--- config.mk ---
export PLATFORM = sky130hd
export DESIGN_NAME = reset_stop_recovery
export DESIGN_NICKNAME = d
export VERILOG_FILES = /design/src/verilog/stop_recovery_pkg.sv /design/src/verilog/port_watch_if.sv /design/src/verilog/reset_stop_recovery.sv /design/src/verilog/port_transition_watch.sv
export VERILOG_INCLUDE_DIRS = /design/src /design/src/verilog
export SDC_FILE = /design/constraint.sdc
export NUM_CORES = 1
export LEC_CHECK = 0
export ABC_CLOCK_PERIOD_IN_PS = 2200
export BUFFER_PORTS_ARGS = -buffer_cell sky130_fd_sc_hd__buf_2
export CORE_AREA = 2 2 80 82
export DETAILED_ROUTE_END_ITERATION = 12
export DIE_AREA = 0 0 82 84
export PLACE_DENSITY = 0.73
export SLEW_MARGIN = 20
export SYNTH_ARGS = -nofsm -noshare
export SYNTH_HDL_FRONTEND = slang
export SYNTH_HIERARCHICAL = 1
export SYNTH_SLANG_ARGS = --single-unit
--- constraint.sdc ---
create_clock -name mclk -period 2.2 [get_ports mclk]
set_clock_uncertainty 0.05 [all_clocks]
set_input_delay 0.44 -clock mclk [delete_from_list [all_inputs] [get_ports mclk]]
set_output_delay 0.44 -clock mclk [all_outputs]
set_load 0.1 [all_outputs]
--- src/verilog/stop_recovery_cfg.svh ---
// constants for the reset and stop recovery sequencer
`ifndef STOP_RECOVERY_CFG_SVH
`define STOP_RECOVERY_CFG_SVH

// short reset length in system clocks (default only, see top parameter)
`define SHORT_RESET_CYCLES 16'd64
// stop recovery hold: watchdog oscillator cycles, then system clocks
`define SMR_OSC_CYCLES 16'd514
`define SMR_SYS_CYCLES 16'd16
// reset vector location in program memory
`define VEC_HI_ADDR 16'h0002
`define VEC_LO_ADDR 16'h0003
// port pins watched as stop recovery sources
`define SMR_PIN_COUNT 8
// reset values
`define PC_RESET 16'h0000
`define CNT_RESET 16'h0000

`endif

--- src/verilog/stop_recovery_pkg.sv ---
// types for the reset and stop recovery sequencer
`include "stop_recovery_cfg.svh"

package stop_recovery_pkg;

  // gray coded along short -> vector -> run -> stop -> recovery -> vector
  typedef enum logic [2:0] {
    st_short = 3'b000,
    st_vec_hi = 3'b001,
    st_vec_lo = 3'b011,
    st_run = 3'b010,
    st_stop = 3'b110,
    st_smr_osc = 3'b111,
    st_smr_sys = 3'b101
  } seq_state_t;

  typedef struct packed {
    logic pin_meta;
    logic pin_sync;
    seq_state_t st;
    logic [15:0] cnt;
    logic [15:0] pc;
    logic [15:0] vec_addr;
    logic pc_load;
    logic external_reset_flag;
    logic watchdog_timeout_flag;
    logic stop_recovery_flag;
    logic irq_pend;
    logic irq_req;
  } seq_regs_t;

  typedef struct packed {
    logic [`SMR_PIN_COUNT-1:0] prev;
    logic hit;
  } watch_regs_t;

endpackage

--- src/verilog/port_watch_if.sv ---
// carrier between the sequencer and its port transition watcher
`timescale 1ns/1ps
`default_nettype none
`include "stop_recovery_cfg.svh"

interface port_watch_if;
  import stop_recovery_pkg::*;
  logic [`SMR_PIN_COUNT-1:0] pins;
  logic [`SMR_PIN_COUNT-1:0] enables;
  logic armed;
  logic hit;
  modport seq (output pins, output enables, output armed, input hit);
  modport watch (input pins, input enables, input armed, output hit);
endinterface

`default_nettype wire

--- src/verilog/reset_stop_recovery.sv ---
// reset pin, short reset and stop mode recovery sequencer
`timescale 1ns/1ps
`default_nettype none
`include "stop_recovery_cfg.svh"

// What this block does
// - A low reset pin starts the short reset sequence.
// - While the reset pin stays low the core stays held in reset.
// - If the pin is held past the short reset time-out, reset ends right after the pin rises.
// - A short reset from the pin sets the external reset flag.
// - Stop mode is entered only on the CPU's stop instruction.
// - Stop recovery holds the core for 514 watchdog oscillator cycles then 16 system clocks.
// - Stop recovery leaves the register file, pointers, flags and RAM untouched.
// - After recovery the vector is read from 0002H and 0003H into the program counter.
// - Every stop recovery sets the stop recovery flag.
// - A watchdog time-out in stop starts recovery and sets the watchdog and stop flags.
// - A watchdog set for reset only causes recovery, with no interrupt.
// - A watchdog set for interrupt, with interrupts on, is serviced after recovery ends.
// - A transition on any enabled stop recovery port pin starts recovery.
module reset_stop_recovery
  import stop_recovery_pkg::*;
#(
  parameter logic [15:0] SHORT_RESET_CYCLES = `SHORT_RESET_CYCLES
)(
  // clock and system reset
  input wire logic mclk,
  input wire logic nrst,
  // external reset pin, active low
  input wire logic reset_pin_n,
  // cpu side
  input wire logic stop_exec,
  input wire logic irq_enable,
  output logic core_reset,
  output logic regfile_reset,
  output logic in_stop,
  // reset vector fetch
  output logic vec_rd,
  output logic [15:0] vec_addr,
  input wire logic [7:0] vec_data,
  output logic pc_load,
  output logic [15:0] pc,
  // watchdog
  input wire logic wdt_osc_tick,
  input wire logic wdt_timeout,
  input wire logic wdt_int_mode,
  output logic wdt_irq_req,
  // stop recovery port pins
  input wire logic [`SMR_PIN_COUNT-1:0] port_pins,
  input wire logic [`SMR_PIN_COUNT-1:0] port_smr_en,
  // watchdog control register status bits and their clears
  output logic [2:0] watchdog_control_reg,
  output logic external_reset_flag,
  output logic watchdog_timeout_flag,
  output logic stop_recovery_flag,
  input wire logic clear_external_reset_flag,
  input wire logic clear_watchdog_timeout_flag,
  input wire logic clear_stop_recovery_flag
);

  seq_regs_t r;
  seq_regs_t next_r;
  logic wdt_stop_event;
  logic pin_event;
  logic smr_trigger;
  logic set_ext;
  logic set_wdt;
  logic set_stop;

  port_watch_if pw ();

  // port pin transition watcher
  port_transition_watch u_watch (
    .mclk(mclk),
    .nrst(nrst),
    .pw(pw.watch)
  );

  // feed the watcher, armed only while stopped
  assign pw.pins = port_pins;
  assign pw.enables = port_smr_en;
  assign pw.armed = (r.st == st_stop);

  // recovery sources while stopped
  always_comb begin
    wdt_stop_event = (r.st == st_stop) & wdt_timeout;
    pin_event = pw.hit;
    smr_trigger = wdt_stop_event | pin_event;
  end

  // next state of the sequencer
  always_comb begin
    next_r = r;
    set_ext = 1'b0;
    set_wdt = 1'b0;
    set_stop = 1'b0;
    next_r.pc_load = 1'b0;
    next_r.irq_req = 1'b0;
    // two flop synchroniser for the pin
    next_r.pin_meta = reset_pin_n;
    next_r.pin_sync = r.pin_meta;
    if (!r.pin_sync && r.st != st_short) begin
      // pin low from any state other than the short reset restarts it
      next_r.st = st_short;
      next_r.cnt = `CNT_RESET;
      // a pending watchdog interrupt dies with the pin reset
      next_r.irq_pend = 1'b0;
    end else begin
      unique case (r.st)
        st_short: begin
          // count the time-out, then wait for the pin to rise
          if (r.cnt < SHORT_RESET_CYCLES) begin
            next_r.cnt = r.cnt + 16'h0001;
          end else if (r.pin_sync) begin
            next_r.st = st_vec_hi;
            next_r.cnt = `CNT_RESET;
            next_r.vec_addr = `VEC_HI_ADDR;
            set_ext = 1'b1;
          end
        end
        st_vec_hi: begin
          next_r.pc[15:8] = vec_data;
          next_r.vec_addr = `VEC_LO_ADDR;
          next_r.st = st_vec_lo;
        end
        st_vec_lo: begin
          next_r.pc[7:0] = vec_data;
          next_r.pc_load = 1'b1;
          next_r.st = st_run;
        end
        st_run: begin
          // deferred watchdog interrupt once recovery is over
          if (r.irq_pend) begin
            next_r.irq_req = irq_enable;
            next_r.irq_pend = 1'b0;
          end
          if (stop_exec) begin
            next_r.st = st_stop;
          end
        end
        st_stop: begin
          if (smr_trigger) begin
            next_r.st = st_smr_osc;
            next_r.cnt = `CNT_RESET;
            set_wdt = wdt_stop_event;
            // interrupt only when the watchdog is set for it
            next_r.irq_pend = wdt_stop_event & wdt_int_mode;
          end
        end
        st_smr_osc: begin
          // count watchdog oscillator cycles
          if (wdt_osc_tick) begin
            if (r.cnt == `SMR_OSC_CYCLES - 16'h0001) begin
              next_r.st = st_smr_sys;
              next_r.cnt = `CNT_RESET;
            end else begin
              next_r.cnt = r.cnt + 16'h0001;
            end
          end
        end
        st_smr_sys: begin
          // then count system clocks
          if (r.cnt == `SMR_SYS_CYCLES - 16'h0001) begin
            next_r.st = st_vec_hi;
            next_r.cnt = `CNT_RESET;
            next_r.vec_addr = `VEC_HI_ADDR;
            set_stop = 1'b1;
          end else begin
            next_r.cnt = r.cnt + 16'h0001;
          end
        end
        default: begin
          next_r.st = st_short;
          next_r.cnt = `CNT_RESET;
        end
      endcase
    end
    // status flags: a set in the same cycle as a clear wins
    next_r.external_reset_flag =
      set_ext | (r.external_reset_flag & ~clear_external_reset_flag);
    next_r.watchdog_timeout_flag =
      set_wdt | (r.watchdog_timeout_flag & ~clear_watchdog_timeout_flag);
    next_r.stop_recovery_flag =
      set_stop | (r.stop_recovery_flag & ~clear_stop_recovery_flag);
  end

  // state register
  always_ff @(posedge mclk) begin
    if (!nrst) begin
      r <= '0;
      r.st <= st_short;
      r.pc <= `PC_RESET;
      r.cnt <= `CNT_RESET;
    end else begin
      r <= next_r;
    end
  end

  // core held in reset until the vector is loaded
  assign core_reset = (r.st != st_run) & (r.st != st_stop);
  // only the short reset clears the register file
  assign regfile_reset = (r.st == st_short);
  assign in_stop = (r.st == st_stop);
  assign vec_rd = (r.st == st_vec_hi) | (r.st == st_vec_lo);
  assign vec_addr = r.vec_addr;
  assign pc = r.pc;
  assign pc_load = r.pc_load;
  assign wdt_irq_req = r.irq_req;

  // status bits as seen by software
  assign external_reset_flag = r.external_reset_flag;
  assign watchdog_timeout_flag = r.watchdog_timeout_flag;
  assign stop_recovery_flag = r.stop_recovery_flag;
  assign watchdog_control_reg = {r.stop_recovery_flag, r.watchdog_timeout_flag,
                                 r.external_reset_flag};

endmodule

`default_nettype wire

--- src/verilog/port_transition_watch.sv ---
// detects a data transition on any enabled stop recovery port pin
`timescale 1ns/1ps
`default_nettype none
`include "stop_recovery_cfg.svh"

module port_transition_watch
  import stop_recovery_pkg::*;
(
  // clock and reset
  input wire logic mclk,
  input wire logic nrst,
  // link to the sequencer
  port_watch_if.watch pw
);

  watch_regs_t r;
  watch_regs_t next_r;
  logic [`SMR_PIN_COUNT-1:0] changed;

  // per pin change detect, gated by its enable
  genvar i;
  generate
    for (i = 0; i < `SMR_PIN_COUNT; i++) begin : g_pin
      assign changed[i] = pw.enables[i] & (pw.pins[i] ^ r.prev[i]);
    end
  endgenerate

  // track pins always, report only while armed
  always_comb begin
    next_r = r;
    next_r.prev = pw.pins;
    next_r.hit = pw.armed & (|changed);
  end

  // state register
  always_ff @(posedge mclk) begin
    if (!nrst) begin
      r <= '0;
    end else begin
      r <= next_r;
    end
  end

  assign pw.hit = r.hit;

endmodule

`default_nettype wire

* Word level (Yosys, flattened, before mapping)
Index checks and enable logic that the tools add are counted.
** Word-level totals
- Word-level logic and storage cells :: 116
- Bits of input ports :: 35
- Register bits after elaboration :: 68
** Cells by class
- Multiplexer cells :: 29
- Bitwise gates (word level) :: 36
- Reductions and logical operators :: 16
- Equal/unequal tests :: 18
- Add/subtract/negate cells :: 1
- $lt $le $gt $ge :: 1
** Operators with widths (number)
- 16-bit 2-to-1 mux :: 6
- 16-bit case mux with 5 select lines :: 1
- 19-bit 2-to-1 mux :: 3
- 16-bit case mux with 3 select lines :: 1
- 3-bit case mux with 7 select lines :: 1
- 16-bit by 1-bit adder with 16-bit output (second input constant) :: 1
- 16-bit by 10-bit == test with 1-bit output (second input constant) :: 1
- 16-bit by 4-bit == test with 1-bit output (second input constant) :: 1
- 16-bit by 7-bit less-than comparator with 1-bit output (second input constant) :: 1
- 1-bit bitwise AND :: 15
- 1-bit 2-to-1 mux :: 12
- 3-bit 2-to-1 mux :: 4
- 2-bit != test (second input constant) :: 6
- 3-bit == test (second input constant) :: 3
- 1-bit NOT :: 8
- 8-bit OR reduction :: 1
- 1-bit XOR :: 8
- 7-bit AND reduction :: 1
- 3-bit by 2-bit == test with 1-bit output (second input constant) :: 2
- 2-bit AND reduction :: 3
- 3-bit nonzero test :: 2
- 1-bit bitwise OR :: 5
- 5-bit AND reduction :: 1
- 4-bit AND reduction :: 1
- other kinds (13) :: 13

* Logic depth before layout (Yosys ltp)
- Depth after elaboration :: 7
- Gate-level depth with buffers :: 8
- Depth with buffers taken out :: 7

* By module
The synthesis kept the hierarchy.
** Modules (own cells, without submodules)
- reset_stop_recovery :: times used 1, area each 2326.0 µm², seq. area each 900.9 µm², cells an instance 280
- port_transition_watch :: times used 1, area each 344.1 µm², seq. area each 180.2 µm², cells an instance 31

* Least setup slack after synthesis
Ideal clock, no wire load.
- Path kind :: register to register
- Start point :: register r[54] (netlist bit)
- End point :: register r[53] (netlist bit)
- Stages on the path, launching flop included :: 8
- Arrival :: 3.827 ns
- Period minus slack after synthesis :: 3.946 ns
- Library setup time :: 0.070 ns
- Path buffers :: 2
- Path slack :: -1.746 ns
- Cell sequence :: dfxtp_1 > clkbuf_1 > nor3_1 > o21ai_1 > inv_1 > o41ai_4 > buf_2 > a21oi_1
** On the way
- Elaborated cells between the ends (all ways) :: 19
- Classes of those cells :: eq/ne (9); mux (1); bitwise (3); reduce/logical (6)
** RTL lines
- start, declared :: line reset_stop_recovery.sv:60 : seq_regs_t r;
- start signal, assigned :: line reset_stop_recovery.sv:194 : r <= next_r;
- 3-bit zero test *
- via regfile_reset :: line reset_stop_recovery.sv:34 : output logic regfile_reset,
- 3-bit by 1-bit != test with 1-bit output (no source line)
- 4-bit AND reduction (no source line)
Mark *: on every way through the listed nets, which the timed path passes. The rest lies on a longest branch.
A chain may end at the register's enable or synchronous reset.

* Final worst setup path
- Start point :: register r[54] (netlist bit)
- End point :: register r[45] (netlist bit)
** On the way
- Cells in the longest elaborated chain, start to end :: 5
- Elaborated cells between the ends (all ways) :: 19
- Classes of those cells :: eq/ne (9); mux (1); bitwise (3); reduce/logical (6)
** Ends and longest elaborated chain
- 3-bit == test :: line reset_stop_recovery.sv:85, reset_stop_recovery.sv:108
- 1-bit bitwise AND :: line reset_stop_recovery.sv:85 : wdt_stop_event = (r.st == st_stop) & wdt_timeout;
- 1-bit bitwise OR :: line reset_stop_recovery.sv:87 : smr_trigger = wdt_stop_event | pin_event;
- 2-bit != test (no source line)
- 4-bit AND reduction (no source line)
Several ways; a longest one is shown, not always the timed one.

==> reports/results.tsv <==
stage	metric	value	unit
power_and_ir_drop	clock group share of total power	30.6	%
global_route	grt ovf	0	
timing	period utilization	96.8	%
yosys	Synth Area in Simple Gates	21.8	%
setup_path	Worst R2R End	r[45]$_SDFFE_PP0P_	
floorplan	die width	82	um
setup_path	r2r worst-path depth	6	
flow_run	max_cap viols	0	
detailed_routing	DRC errors left	0	
final_layout	fin nets	416	
setup_path	CP endpoint kind	register	
power_and_ir_drop	switch share	27.6	%
timing	fmax	470	MHz
clock_tree	root buffer cell	clkbuf_8	
power_and_ir_drop	PwrDens	544	nW/um2
clock_tree	cts hold-fix bufs	0	
setup_path	CP Data Arrival Time	2.32	ns
clock_tree	H-tree lvl count	2	
final_layout	P&R area growth vs syn	20.8	%
power_and_ir_drop	sequential power share	56.9	%
final_layout	Layout Cells excl Fill	456	
clock_tree	CTS buffer count	5	
min_path	worst hold start	clear_watchdog_timeout_flag	
clock_tree	clock-pin transition on the worst setup and hold timing paths	0.09	ns
timing	Hold WS	0.257	ns
setup_path	worst reg2reg path startpoint	r[54]$_SDFFE_PP0P_	
global_route	GR Util All Layers	16.4	%
setup_path	Worst Setup Start Kind	register	
place	final RePlAce weighted congestion	0.784	
timing	fin. max-slew vios	0	
place	dpl cells	442	
clock_tree	clk_lat worst skew	0.30	ns
global_route	vias in the first global route	2095	
detailed_routing	routed vias/inst	4.96	
floorplan	Initial Utilization	43.8	%
yosys	cells after synthesis	311	
yosys	compound-gate portion of the synthesized area	18.3	%
global_route	largest net degree at the start of global routing	33	
clock_tree	clock tree sinks	54	
yosys	FF+latch count, synth	54	
power_and_ir_drop	Comb pwr share	12.5	%
yosys	Yosys cell types	47	
floorplan	FP Rows	29	
yosys	Yosys top cell area share	40.5	%
global_route	initial antenna violation count	0	
power_and_ir_drop	Int Pwr	1.27	mW
timing	Tmin final	2.13	ns
place	I/O Buffers	64	
setup_path	CP required	2.39	ns
global_route	first-pass GRT wire length	9.07	mm
detailed_routing	ANT nets after route	0	
yosys	synthesized area per cell	8.59	um2
yosys	largest area contributor in the netlist	dfxtp_1	
place	pre-CTS setup slack	-0.0971	ns
run_status	status	finished clean	
final_layout	share of cells above drive strength 1	31.7	%
min_path	Cells on Worst Hold Path	2	
yosys	register area share after synthesis	40.5	%
final_layout	commonest cells after routing, fill and taps aside	buf_2, dfxtp_1, nand2_1	
final_layout	fill count	587	
power_and_ir_drop	Peak supply drop	0.000350	V
yosys	Synth Area in Adders	0.937	%
place	DP HPWL	4.21	mm
final_layout	final instance area	3220	um2
place	area post-placement	3050	um2
setup_path	kind of critical path	reg2reg	
min_path	end of the worst hold path	watchdog_timeout_flag$_SDFF_PN0_	
power_and_ir_drop	Total Power	1.75	mW
yosys	largest family of logic cells by synthesized area	simple AND/OR/NAND/NOR gates	
timing	Final Hold Viols	0	
floorplan	die footprint	6890	um2
yosys	Mapped Area	2670	um2
timing	post-route setup slack	0.0702	ns
power_and_ir_drop	leak pwr	1.35	nW
yosys	XOR/XNOR Fraction of Synth Area	4.26	%
clock_tree	clk buf depth	2	
clock_tree	CTS tree	done	
timing	final setup TNS	0	ns
yosys	synth top area cells	dfxtp_1, buf_4, nand2_1	
detailed_routing	WL final	5.62	mm
power_and_ir_drop	NetSw	0.485	mW
setup_path	reg2reg setup slack	0.07	ns
floorplan	IO Pins	79	
yosys	synth warn	6	
detailed_routing	Vias	2264	
timing	# setup viols final	0	
yosys	EDFF count, synth	0	
detailed_routing	DRT iter0 DRCs	49	
detailed_routing	First-pass DRT Iterations	4	
floorplan	Die Span Y	84	um
setup_path	worst-path fanout max	6	
final_layout	commonest non-fill, non-tap cell in the layout	buf_2	
yosys	ys async rst share	0	%
yosys	Synth Flop Type	dfxtp_1	
min_path	worst hold path class	in2reg	
final_layout	Diodes inserted	0	
final_layout	final core occ	52.9	%
yosys	mux cell area share after synthesis	0	%
floorplan	core area	6100	um2
detailed_routing	Routed wire per std cell	12.3	um
## cells by family after synthesis
| family | after synthesis |
|---|---|
| AO/OA/AOI/OAI | 68 |
| XOR/XNOR | 13 |
| adder cells (fa/ha/maj) | 2 |
| buffers and inverters | 58 |
| flip-flops | 54 |
| other | 1 |
| AND/OR/NAND/NOR | 115 |
## synthesized netlist by cell type, types with 2 or more instances
library cell / count
dfxtp_1: 54
nand2_1: 43
buf_4: 35
a21boi_0: 17
a21oi_1: 14
nor2_1: 12
and2_1: 11
inv_1: 10
nand3_1: 10
nor3_1: 9
o21ai_0: 9
or3_1: 9
clkbuf_1: 8
xor2_1: 8
a211oi_1: 5
xnor2_1: 5
a22oi_1: 4
and3_1: 4
o21ai_1: 4
buf_6: 3
nand4_1: 3
nor2b_1: 3
a2111o_1: 2
a31oi_1: 2
ha_1: 2
nor4_1: 2
nor4_2: 2
or4_1: 2
## registers in the layout (all words and copies together) (netlist names), 2 cells and up, named ones only
signal and count:
u_watch/r 8, r 20, pc 16, vec_addr 2
## per-layer routing
layer	GRT usage, %	routed length (um)	share of wire (%)
met5	0	0	0
met3	3.90	296	5.3
met1	20.1	2550	45
met2	27.6	2700	48
met4	5.76	81	1.4
## critical path, stage by stage (launching register included)
cell      delay [ns]
dfxtp_2         0.42
nor3_1          0.10
o32a_4          0.38
a2111o_1        0.46
buf_4           0.18
or3_1           0.34
a21oi_1         0.14
## layout make-up
cell class / instances / area, um2 / share of cell area (%)
clock buffers: 5 / 68.8 / 2.13
clock inverters: 2 / 15.0 / 0.466
inverters: 11 / 51.3 / 1.59
multi-input cells: 212 / 1310 / 40.6
flip-flops and latches: 54 / 1090 / 33.7
well taps: 77 / 96.3 / 2.99
repair buffers: 95 / 596 / 18.5
## timing repair
| item | 4_1_cts | 5_1_grt |
|---|---|---|
| endpoints found under the setup margin | 18 | 5 |
| hold endpoints to repair | 0 | 0 |
| gates resized for setup | 3 | 2 |
| setup buffers | 2 | 5 |
| pin swaps | 2 | 2 |
## power by group through the flow
| stage | Clock [mW] | Combinational [mW] | Sequential, mW |
|---|---|---|---|
| detailed placement | 0 | 0.214 | 1.02 |
| global placement | 0 | 0.212 | 1.02 |
| global route | 0.589 | 0.232 | 1.00 |
| CTS | 0.562 | 0.219 | 0.999 |
| floorplan | 0 | 0.175 | 1.02 |
| finish | 0.537 | 0.219 | 0.999 |
## worst max path at each step
stage                       start            endpoint  slack (ns)  cells after the start
5_1_grt        r[51]$_SDFFE_PP0P_  r[39]$_SDFFE_PP0P_       -0.03                      9
3_3_place_gp          wdt_timeout  r[53]$_SDFFE_PP0P_       -0.03                      6
6_report       r[54]$_SDFFE_PP0P_  r[45]$_SDFFE_PP0P_        0.07                      6
3_5_place_dp   r[38]$_SDFFE_PP0P_  r[41]$_SDFFE_PP0P_        -0.1                      6
4_1_cts                  register             in_stop        0.03                      5
2_1_floorplan            register             in_stop       -0.22                      5
No activity file was read; power rests on OpenSTA's default activity.
